==> config.mk <==
export PLATFORM = sky130hd
export DESIGN_NAME = cgc_regs
export DESIGN_NICKNAME = d
export VERILOG_FILES = /design/src/design/cgc_pkg.sv /design/src/design/cgc_regs.sv
export VERILOG_INCLUDE_DIRS = /design/src /design/src/design
export SDC_FILE = /design/constraint.sdc
export NUM_CORES = 1
export LEC_CHECK = 0
export BUFFER_PORTS_ARGS = -buffer_cell sky130_fd_sc_hd__clkbuf_2
export CAP_MARGIN = 5
export CORE_MARGIN = 2
export CORE_UTILIZATION = 51
export CTS_CLUSTER_DIAMETER = 120
export DETAILED_ROUTE_END_ITERATION = 7
export GPL_TIMING_DRIVEN = 1
export PLACE_DENSITY_LB_ADDON = 0.2
export SYNTH_ARGS = -nofsm -noshare
export SYNTH_HDL_FRONTEND = slang
export SYNTH_SLANG_ARGS = --single-unit
==> constraint.sdc <==
create_clock -name clock -period 3.8 [get_ports clock]
set_input_delay 0.95 -clock clock [delete_from_list [all_inputs] [get_ports clock]]
set_output_delay 0.95 -clock clock [all_outputs]
set_load 0.1 [all_outputs]
==> src/design/cgc_cfg.svh <==
// Functional notes
// - Gain bit 7 of control one takes first write only; 0 low power, 1 high gain.
// - Band bit 0 gives low range and prescale 64; 1 gives high range, prescale 1.
// - Band bit 6 takes first write after reset only.
// - Band setting acts only in bypassed-external or engaged-external modes.
// - Reference type bit 5 is write-once; 0 external clock, 1 crystal oscillator.
// - Mode field bits 4:3 selects self-clocked, loop internal, bypass external, loop external.
// - Bypass external request keeps present source until reference stable reads 1.
// - Entering off mode leaves the mode field unchanged.
// - Mode writes are ignored while an earlier mode write is pending.
// - First mode write with upper bit 0 blocks later upper-bit-1 writes until reset.
// - Off-mode oscillator bit decides whether oscillator runs in off mode.
// - Off-mode oscillator bit has no effect when gain and band bits are both 1.
// - Clock-loss disable bit 1: 0 detection enabled, 1 disabled.
// - Sticky lock loss gives interrupt when bit 7 of control two is 0, reset when 1.
// - Multiplier codes 000 to 111 give factors 4 to 18 in steps of two.
// - Multiplier writes in bits 6:4 are ignored while an earlier one is pending.
// - Clock loss gives interrupt when bit 3 is 0, reset request when 1.
// - Output divider divides by two to the power of the code, 1 to 128.
// - Divider writes in bits 2:0 are ignored while an earlier one is pending.
// - Mode report shows active mode, updated only after synchronisation.
// - Reference stable flag reads 1 only when reference meets minimum frequency.
// - Lock loss flag is sticky until cleared.
`ifndef CGC_CFG_SVH
`define CGC_CFG_SVH
`define CGC_ADDR_CTRL_ONE   4'h0
`define CGC_ADDR_CTRL_TWO   4'h4
`define CGC_ADDR_STATUS     4'h8
`define CGC_BIT_GAIN        7
`define CGC_BIT_BAND        6
`define CGC_BIT_REFTYPE     5
`define CGC_BIT_MODE_HI     4
`define CGC_BIT_MODE_LO     3
`define CGC_BIT_OSC_OFF     2
`define CGC_BIT_LOSS_OFF    1
`define CGC_BIT_LOCK_RST    7
`define CGC_BIT_MUL_HI      6
`define CGC_BIT_MUL_LO      4
`define CGC_BIT_CLK_RST     3
`define CGC_BIT_DIV_HI      2
`define CGC_BIT_DIV_LO      0
`define CGC_BIT_LOL_CLR     4
`define CGC_RESET_ONE       8'h00
`define CGC_RESET_TWO       8'h00
`define CGC_PRESCALE_LOW    7'h40
`define CGC_PRESCALE_HIGH   7'h01
`define CGC_MUL_BASE        5'h04
`define CGC_APPLY_NS        24
`define CGC_CLOCK_MHZ       125
`define CGC_APPLY_CYCLES    ((`CGC_APPLY_NS * `CGC_CLOCK_MHZ + 999) / 1000)
`endif

==> src/design/cgc_pkg.sv <==
`default_nettype none
package cgc_pkg;
    typedef enum logic [1:0] {
        CGC_SELF_CLOCKED,
        CGC_LOOP_INTERNAL,
        CGC_BYPASS_EXTERNAL,
        CGC_LOOP_EXTERNAL
    } cgc_mode_e;
    typedef struct packed {
        logic [1:0] mode;
        logic [2:0] mult;
        logic [2:0] div;
    } cgc_apply_s;
    typedef struct packed {
        logic       gain;
        logic       band;
        logic       ref_crystal;
        logic       osc_keep_in_off;
        logic       loss_detect_on;
        logic [6:0] prescale;
        logic [4:0] mult_factor;
        logic [7:0] div_factor;
    } cgc_ctrl_s;
endpackage
`default_nettype wire

==> src/design/cgc_regs.sv <==
// The implementer's own choices: the register addresses and the Wishbone register port.
`include "cgc_cfg.svh"
`default_nettype none
module cgc_regs (
    input  wire logic               clock,
    input  wire logic               reset,
    input  wire logic               wb_cyc_i,
    input  wire logic               wb_stb_i,
    input  wire logic               wb_we_i,
    input  wire logic [3:0]         wb_adr_i,
    input  wire logic [3:0]         wb_sel_i,
    input  wire logic [31:0]        wb_dat_i,
    output logic      [31:0]        wb_dat_o,
    output logic                    wb_ack_o,
    output logic                    wb_err_o,
    input  wire logic               ext_ref_stable_in,
    input  wire logic               lock_loss_in,
    input  wire logic               clock_loss_in,
    input  wire logic               off_mode,
    input  wire logic               osc_enable_in,
    output var cgc_pkg::cgc_ctrl_s  ctrl,
    output logic [1:0]              mode_report,
    output logic                    osc_run_in_off,
    output logic                    lock_loss_sticky,
    output logic                    irq_request,
    output logic                    reset_request
);
    // -----------------------------------------------------------------
    // Bus decode
    // -----------------------------------------------------------------
    wire logic access    = wb_cyc_i & wb_stb_i & ~wb_ack_o & ~wb_err_o;
    wire logic hit_one   = wb_adr_i == `CGC_ADDR_CTRL_ONE;
    wire logic hit_two   = wb_adr_i == `CGC_ADDR_CTRL_TWO;
    wire logic hit_stat  = wb_adr_i == `CGC_ADDR_STATUS;
    wire logic mapped    = hit_one | hit_two | hit_stat;
    wire logic wr_one    = access & wb_we_i & hit_one & wb_sel_i[0];
    wire logic wr_two    = access & wb_we_i & hit_two & wb_sel_i[0];
    wire logic wr_stat   = access & wb_we_i & hit_stat & wb_sel_i[0];
    wire logic [7:0] wd  = wb_dat_i[7:0];

    // -----------------------------------------------------------------
    // Stored fields
    // -----------------------------------------------------------------
    logic       gain_reg, band_reg, reft_reg, oscoff_reg, lossoff_reg;
    logic       lockrst_reg, clkrst_reg;
    logic [1:0] mode_reg;
    logic [2:0] mul_reg, div_reg;
    logic       gain_done_reg, band_done_reg, reft_done_reg, mode_done_reg;
    logic       ext_lock_reg;
    logic [2:0] pend_reg;
    logic [7:0] pend_cnt_reg;
    cgc_pkg::cgc_apply_s applied_reg;
    logic       stab_meta_reg, stab_reg, lol_meta_reg, lol_sync_reg, lol_prev_reg;
    logic       loc_meta_reg, loc_sync_reg, lls_reg;

    wire logic mode_ok  = ~pend_reg[2] & ~(ext_lock_reg & wd[`CGC_BIT_MODE_HI]);
    wire logic mul_ok   = ~pend_reg[1];
    wire logic div_ok   = ~pend_reg[0];
    wire logic [1:0] new_mode = wd[`CGC_BIT_MODE_HI:`CGC_BIT_MODE_LO];
    wire logic [2:0] new_mul  = wd[`CGC_BIT_MUL_HI:`CGC_BIT_MUL_LO];
    wire logic [2:0] new_div  = wd[`CGC_BIT_DIV_HI:`CGC_BIT_DIV_LO];
    wire logic mode_chg = wr_one & mode_ok & (new_mode != mode_reg);
    wire logic mul_chg  = wr_two & mul_ok & (new_mul != mul_reg);
    wire logic div_chg  = wr_two & div_ok & (new_div != div_reg);
    wire logic apply_now = (pend_reg != 3'h0) && (pend_cnt_reg == 8'h00);

    always_ff @(posedge clock) begin
        if (reset) begin
            {gain_reg, band_reg, reft_reg, oscoff_reg, lossoff_reg} <= 5'h00;
            {gain_done_reg, band_done_reg, reft_done_reg, mode_done_reg} <= 4'h0;
            ext_lock_reg <= 1'b0;
            mode_reg     <= 2'h0;
        end else if (wr_one) begin
            if (!gain_done_reg) gain_reg <= wd[`CGC_BIT_GAIN];
            if (!band_done_reg) band_reg <= wd[`CGC_BIT_BAND];
            if (!reft_done_reg) reft_reg <= wd[`CGC_BIT_REFTYPE];
            {gain_done_reg, band_done_reg, reft_done_reg, mode_done_reg} <= 4'hF;
            if (!mode_done_reg) ext_lock_reg <= ~wd[`CGC_BIT_MODE_HI];
            if (mode_ok) mode_reg <= new_mode;
            oscoff_reg  <= wd[`CGC_BIT_OSC_OFF];
            lossoff_reg <= wd[`CGC_BIT_LOSS_OFF];
        end
    end

    always_ff @(posedge clock) begin
        if (reset) begin
            {lockrst_reg, clkrst_reg} <= 2'h0;
            mul_reg <= 3'h0;
            div_reg <= 3'h0;
        end else if (wr_two) begin
            lockrst_reg <= wd[`CGC_BIT_LOCK_RST];
            clkrst_reg  <= wd[`CGC_BIT_CLK_RST];
            if (mul_ok) mul_reg <= new_mul;
            if (div_ok) div_reg <= new_div;
        end
    end

    // -----------------------------------------------------------------
    // Apply pending changes after the domain-crossing delay
    // -----------------------------------------------------------------
    // Bypass change waits for a stable reference, so the source is never switched to a dead clock
    wire logic mode_ready = (mode_reg != cgc_pkg::CGC_BYPASS_EXTERNAL) | stab_reg;

    always_ff @(posedge clock) begin
        if (reset) begin
            pend_reg     <= 3'h0;
            pend_cnt_reg <= 8'h00;
            applied_reg  <= '0;
        end else if (mode_chg | mul_chg | div_chg) begin
            pend_reg     <= pend_reg | {mode_chg, mul_chg, div_chg};
            pend_cnt_reg <= 8'(`CGC_APPLY_CYCLES);
        end else if (pend_cnt_reg != 8'h00) begin
            pend_cnt_reg <= pend_cnt_reg - 8'h01;
        end else if (apply_now) begin
            if (pend_reg[1]) applied_reg.mult <= mul_reg;
            if (pend_reg[0]) applied_reg.div  <= div_reg;
            if (pend_reg[2] && mode_ready) applied_reg.mode <= mode_reg;
            pend_reg <= {pend_reg[2] & ~mode_ready, 2'b00};
        end
    end

    // -----------------------------------------------------------------
    // Status inputs: pins from other domains, two flops each
    // -----------------------------------------------------------------
    wire logic lol_rise = lol_sync_reg & ~lol_prev_reg;
    always_ff @(posedge clock) begin
        if (reset) begin
            {stab_meta_reg, stab_reg, lol_meta_reg, lol_sync_reg, lol_prev_reg} <= 5'h00;
            {loc_meta_reg, loc_sync_reg, lls_reg} <= 3'h0;
        end else begin
            stab_meta_reg <= ext_ref_stable_in;
            stab_reg      <= stab_meta_reg;
            lol_meta_reg  <= lock_loss_in;
            lol_sync_reg  <= lol_meta_reg;
            lol_prev_reg  <= lol_sync_reg;
            loc_meta_reg  <= clock_loss_in;
            loc_sync_reg  <= loc_meta_reg;
            // Set wins over a clear arriving in the same cycle
            if (lol_rise) lls_reg <= 1'b1;
            else if (wr_stat && wd[`CGC_BIT_LOL_CLR]) lls_reg <= 1'b0;
        end
    end

    // -----------------------------------------------------------------
    // Derived controls
    // -----------------------------------------------------------------
    wire logic ext_mode   = applied_reg.mode[1];
    wire logic loss_event = loc_sync_reg & ~lossoff_reg;
    wire logic [7:0] status = {applied_reg.mode, reft_reg, lls_reg, 2'b00, stab_reg, 1'b0};

    assign mode_report      = applied_reg.mode;
    assign lock_loss_sticky = lls_reg;
    assign irq_request   = (lls_reg & ~lockrst_reg) | (loss_event & ~clkrst_reg);
    assign reset_request = (lls_reg & lockrst_reg) | (loss_event & clkrst_reg);
    assign osc_run_in_off = off_mode & reft_reg &
        ((gain_reg & band_reg) ? (mode_reg[1] & osc_enable_in & ~mode_reg[0]) :
         oscoff_reg ? mode_reg[1] :
         (osc_enable_in & (mode_reg == cgc_pkg::CGC_BYPASS_EXTERNAL)));

    always_comb begin
        ctrl.gain            = gain_reg;
        ctrl.band            = band_reg;
        ctrl.ref_crystal     = reft_reg;
        ctrl.osc_keep_in_off = osc_run_in_off;
        ctrl.loss_detect_on  = ~lossoff_reg;
        ctrl.prescale        = (ext_mode & band_reg) ? `CGC_PRESCALE_HIGH : `CGC_PRESCALE_LOW;
        ctrl.mult_factor     = `CGC_MUL_BASE + {1'b0, applied_reg.mult, 1'b0};
        ctrl.div_factor      = 8'h01 << applied_reg.div;
    end

    // -----------------------------------------------------------------
    // Bus answer: one registered ack, a cycle after the strobe; err on unmapped address
    // -----------------------------------------------------------------
    wire logic [7:0] rd_sel = hit_one ? {gain_reg, band_reg, reft_reg, mode_reg, oscoff_reg, lossoff_reg, 1'b0} :
                              hit_two ? {lockrst_reg, mul_reg, clkrst_reg, div_reg} : status;
    always_ff @(posedge clock) begin
        if (reset) begin
            wb_ack_o <= 1'b0;
            wb_err_o <= 1'b0;
            wb_dat_o <= 32'h0000_0000;
        end else begin
            wb_ack_o <= access & mapped;
            wb_err_o <= access & ~mapped;
            wb_dat_o <= {24'h00_0000, (access & mapped) ? rd_sel : 8'h00};
        end
    end
endmodule
`default_nettype wire

== Word level (Yosys, flattened, before mapping) ==
Cells that the tools add are included.

* Register bits after elaboration: 78
* Latch bits: 0
* Memory bits (writable): 0
* ROM bits: 0
* Output and inout bits: 65
* Logic and storage cells: 136
* Memories kept: 0

* Add/sub/neg operators: 2
* $mul: 0
* Divide/modulo/power cells: 0
* $lt $le $gt $ge: 0
* Equal/unequal tests: 8
* Shift operators: 1
* Mux-type cells: 12
* Bitwise logic cells: 61
* Reductions and logical operators: 21

{| class="wikitable"
|+ Operator list
! cell !! number
|-
| 1-bit bitwise AND || 34
|-
| 1-bit inverter || 19
|-
| 8-bit two-way mux || 2
|-
| 4-bit AND reduction || 3
|-
| 2-bit AND reduction || 5
|-
| 3-bit two-way mux || 3
|-
| 8-bit logical NOT || 1
|-
| 8-bit nonzero test || 1
|-
| 1-bit by 3-bit left shift with 8-bit output, first input constant || 1
|-
| 8-bit by 1-bit subtractor with 8-bit output, second input constant || 1
|-
| 7-bit two-way mux || 1
|-
| 1-bit bitwise OR || 7
|-
| 3-bit != test || 2
|-
| 2-bit nonzero test || 3
|-
| 3-bit by 4-bit adder with 5-bit output, first input constant || 1
|-
| 4-bit by 3-bit equality test with 1-bit output, second input constant || 1
|-
| 4-bit equality test, second input constant || 1
|-
| 4-bit logical NOT || 1
|-
| 1-bit two-way mux || 4
|-
| 2-bit two-way mux || 2
|-
| 2-bit != test, second input constant || 2
|-
| 2-bit OR reduction || 2
|-
| 4-bit OR reduction || 1
|-
| 1-bit logical AND || 3
|-
| 4 further kinds || 4
|}

== Longest topological paths before layout ==
* Word-level depth: 12
* Gate-level depth with buffers: 8
* Mapped depth without buffers: 7

== Least setup slack after synthesis ==
Ideal clock, no wire load.

* Path kind: in2out
* Start point: input port osc_enable_in
* End point: output port ctrl[21] (netlist name)
* Arrival time: 2,884 ps
* Slack: -34 ps
* Stages: 4
* Path buffers: 1
* Path through: nor2b_1 -> a21oi_1 -> nor2_1 -> buf_4

* Cells in the longest elaborated chain, start to end: 4
* Elaborated cells between the ends (all ways): 6

{| class="wikitable"
|+ RTL lines
! item !! line !! text
|-
| start: declaration || cgc_regs.sv:20 || <nowiki>input wire logic osc_enable_in,</nowiki>
|-
| 1-bit bitwise AND, on equally long branches || cgc_regs.sv:158, cgc_regs.sv:156 ||
|-
| 1-bit two-way mux or 1-bit bitwise AND (tied branches) || cgc_regs.sv:157, cgc_regs.sv:156 ||
|-
| 1-bit two-way mux * || cgc_regs.sv:156 || <nowiki>((gain_reg & band_reg) ? (mode_reg[1] & osc_enable_in & ~mode_reg[0]) :</nowiki>
|-
| 1-bit bitwise AND * || cgc_regs.sv:155 || <nowiki>assign osc_run_in_off = off_mode & reft_reg &</nowiki>
|-
| end: declaration || cgc_regs.sv:21 || <nowiki>output var cgc_pkg::cgc_ctrl_s ctrl,</nowiki>
|}

Every way passes the cells marked *; elsewhere a longest branch is shown, timed or not.

== Worst setup path in the final report ==
* Start point: input port osc_enable_in
* End point: output port osc_run_in_off

* Cells in the longest elaborated chain, start to end: 4
* Elaborated cells between the ends (all ways): 6

{| class="wikitable"
|+ RTL lines
! item !! line !! text
|-
| 1-bit bitwise AND, on equally long branches || cgc_regs.sv:158, cgc_regs.sv:156 ||
|-
| 1-bit two-way mux or 1-bit bitwise AND (tied branches) || cgc_regs.sv:157, cgc_regs.sv:156 ||
|-
| 1-bit two-way mux * || cgc_regs.sv:156 ||
|-
| 1-bit bitwise AND * || cgc_regs.sv:155 ||
|-
| end: declaration || cgc_regs.sv:23 || <nowiki>output logic osc_run_in_off,</nowiki>
|}

Marks and branches as above.

==> impl_metrics.ini <==
[clock_network]
clkSlewWorstSetupHoldPaths_ns = 0.09
post_cts.repair.setup_buffers = 0
cts_tree = done
insertion_delay_ns = 0.30
cts_made_buffers = 5
cts.repair.resized = 0
number_of_clock_sinks_seen_by_cts = 54
max-clock-path-buffers = 2
clock-root-buffer = clkbuf_8
htree_levels = 2
holdBufCountCts = 0

[grt]
first_global_vias = 1907
grt_overall_usage = 0.1845
grt_util_met2 = 0.3035
grt_remaining_overflow = 0
routing_layer_with_the_top_usage_in_global_route = met2
use_met1 = 0.2399
global_route_wire_length_before_repair_mm = 8.825
grtUsageMet3 = 0.04118
antenna_found_initial = 0
grt_max_degree = 37

[die]
start_util = 0.5284
die_outline_area_um2 = 5890
die_h_um = 76.75
boundaryPins = 115
die-width_um = 76.75
floorplan.rows = 26
core_area_um2 = 5107

[logic_synthesis]
ys_top_cells_by_area = dfxtp_1 (40%), buf_4 (10%), mux2i_1 (9.6%)
post_synth_and_or_nand_nor_area_fraction = 0.2239
synth-compound-area-share = 0.1001
synthDistinctLibCells = 50
synth_cells = 306
count_of_flip_flops_with_a_built_in_enable_after_synthesis = 0
postSynthAreaPerCell_um2 = 8.820
synth_ff_type = dfxtp_1
yosys.cell_count.top_type = dfxtp_1
yosysTopAreaCell = dfxtp_1
synth.mux.area_fraction = 0.09643
async_flop_share = 0
yosys.area_share.xor_xnor = 0.03570
synth_top_family_by_area = simple AND/OR/NAND/NOR gates
synth_top_area_share = 0.4006
ys_seq_area_frac = 0.4006
synthTopCellsByCount = dfxtp_1 (54), buf_4 (37), nor2_1 (37), mux2i_1 (26), nand2_1 (18)
post_synthesis_cell_area_um2 = 2699
synth.yosys.warnings = 0
synth_fa_ha_area_frac = 0.009272
yosys_register_bits = 54

[route]
dr.first_iter.drc_count = 109
wirelength_mm = 5.318
wl_per_cell_um = 12.57
first_pass_iters = 4
ant_nets = 0
via_count = 2111
post_drt_via_cell_ratio = 4.991
drcViolationCount = 0

[final_layout]
antenna_diode_count = 0
final_core_utilization = 0.5848
area_growth_syn_to_layout_pct = 10.66
post_route_cells_drive_above_1_share = 0.2125
net_count_of_the_finished_layout = 405

[sta]
fin_crit_ns = 2.739
min_period_over_period = 0.7209
fin_worst_skew_ns = 0.007058
slew_headroom = 0.6177
fin_tns_setup_ns = 0
timing_max_transition_violations_final = 0
grt_setup_unrepaired = no
report.final.setup_viol = 0
post-route-worst-setup-slack_ns = 1.061
number_of_hold_slack_violations_in_the_final_timing_report = 0
final.hold.worst_slack_ns = 0.4483
timing_worst_slew_pin_value_ns = 0.5714
fmax_ghz = 0.3651

[power_and_ir_drop]
worst_ir_drop_on_vdd_mv = 0.2480
power-per-cell-area_nw_per_um2 = 480.7
total_power_after_layout_mw = 1.436
power.leakage_nw = 1.237

[place]
gp_congestion = 0.7913
dp_hpwl_mm = 4.072
pre_cts_setup_slack_ns = 0.8979
io_buffers = 57

[run]
max-cap-violations = 0

[setup_path]
cp_data_arrival_time_ns = 1.79
criticalPathCategory = input pin to output port
startpoint_kind_of_the_worst_setup_timing_path = input pin
cp-end-kind = output port
worst-endpoint-required_ns = 2.85
crit_path_max_fanout = 2

[status]
status = finished, final reports clean

[worst_hold_path]
timing.hold.worst.class = flip-flop to flip-flop
-- cell type report --
cell class	count	area, µm²
Fill cell	515	2121
Multi-Input combinational cell	223	1371
Sequential cell	54	1081
Timing Repair Buffer	58	292.8
Tap cell	70	87.58
Clock buffer	6	82.58
Inverter	11	41.29
Clock inverter	1	30.03
-- where the power goes --
part           internal, mW  switching, mW
registers             0.603         0.0330
clock network         0.211          0.176
logic                 0.115          0.298
-- path summary, 6_finish.rpt --
check                               startpoint                          end  slack [ns]  depth (start not counted)
hold reg to reg       stab_meta_reg$_SDFF_PP0_          stab_reg$_SDFF_PP0_        0.45                          1
setup / recovery                 osc_enable_in               osc_run_in_off        1.06                          5
setup reg to reg  pend_cnt_reg[0]$_SDFFE_PP0P_  mode_report[1]$_SDFFE_PP0P_        1.76                          7
hold / removal        stab_meta_reg$_SDFF_PP0_          stab_reg$_SDFF_PP0_        0.45                          1
-- layout by cell type (no fill, tap or decap), types with 2 or more instances in the layout --
master,count
clkbuf_2,57
dfxtp_1,54
nor2_1,36
conb_1,30
mux2i_1,26
nand2_1,18
a21oi_1,15
nor3_1,12
inv_1,10
nor2b_1,9
nand3_1,9
xnor2_1,9
o21ai_0,7
a211oi_1,6
clkbuf_8,6
nor3b_1,4
nand4_1,4
and3b_1,2
xor2_1,2
a31oi_1,2
nor4_1,2
o21ai_1,2
nor3_2,2
ha_1,2
-- cells by family (layout without fill, tap and decap cells) --
kind of cell / after synthesis / count (layout)
simple gates: 112 / 112
other cells: 1 / 30
compound gates: 42 / 42
fa+ha+maj: 2 / 2
buf+inv: 58 / 76
xor+xnor: 11 / 11
flops: 54 / 54
mux: 26 / 26
-- worst max-delay path, stage by stage --
cell and delay [ns]:
clkbuf_2 0.08, nor2b_1 0.11, a21oi_1 0.06, nor2_2 0.13, clkbuf_2 0.46
-- routing by layer --
metal / share of wire / vias up
met2: 0.49 / 61
li1: - / 1084
met5: 0 / -
met1: 0.44 / 959
met3: 0.056 / 7
met4: 0.012 / 0
-- stage by stage --
| step | cell area, µm² | std cells |
|---|---|---|
| after floorplan | 2810 | 335 |
| after global routing | 2987 | 423 |
| after global placement | 2874 | 416 |
| after detailed placement | 2874 | 416 |
| final | 2987 | 423 |
| after CTS | 2987 | 423 |
No activity file was read; power rests on OpenSTA's default activity.
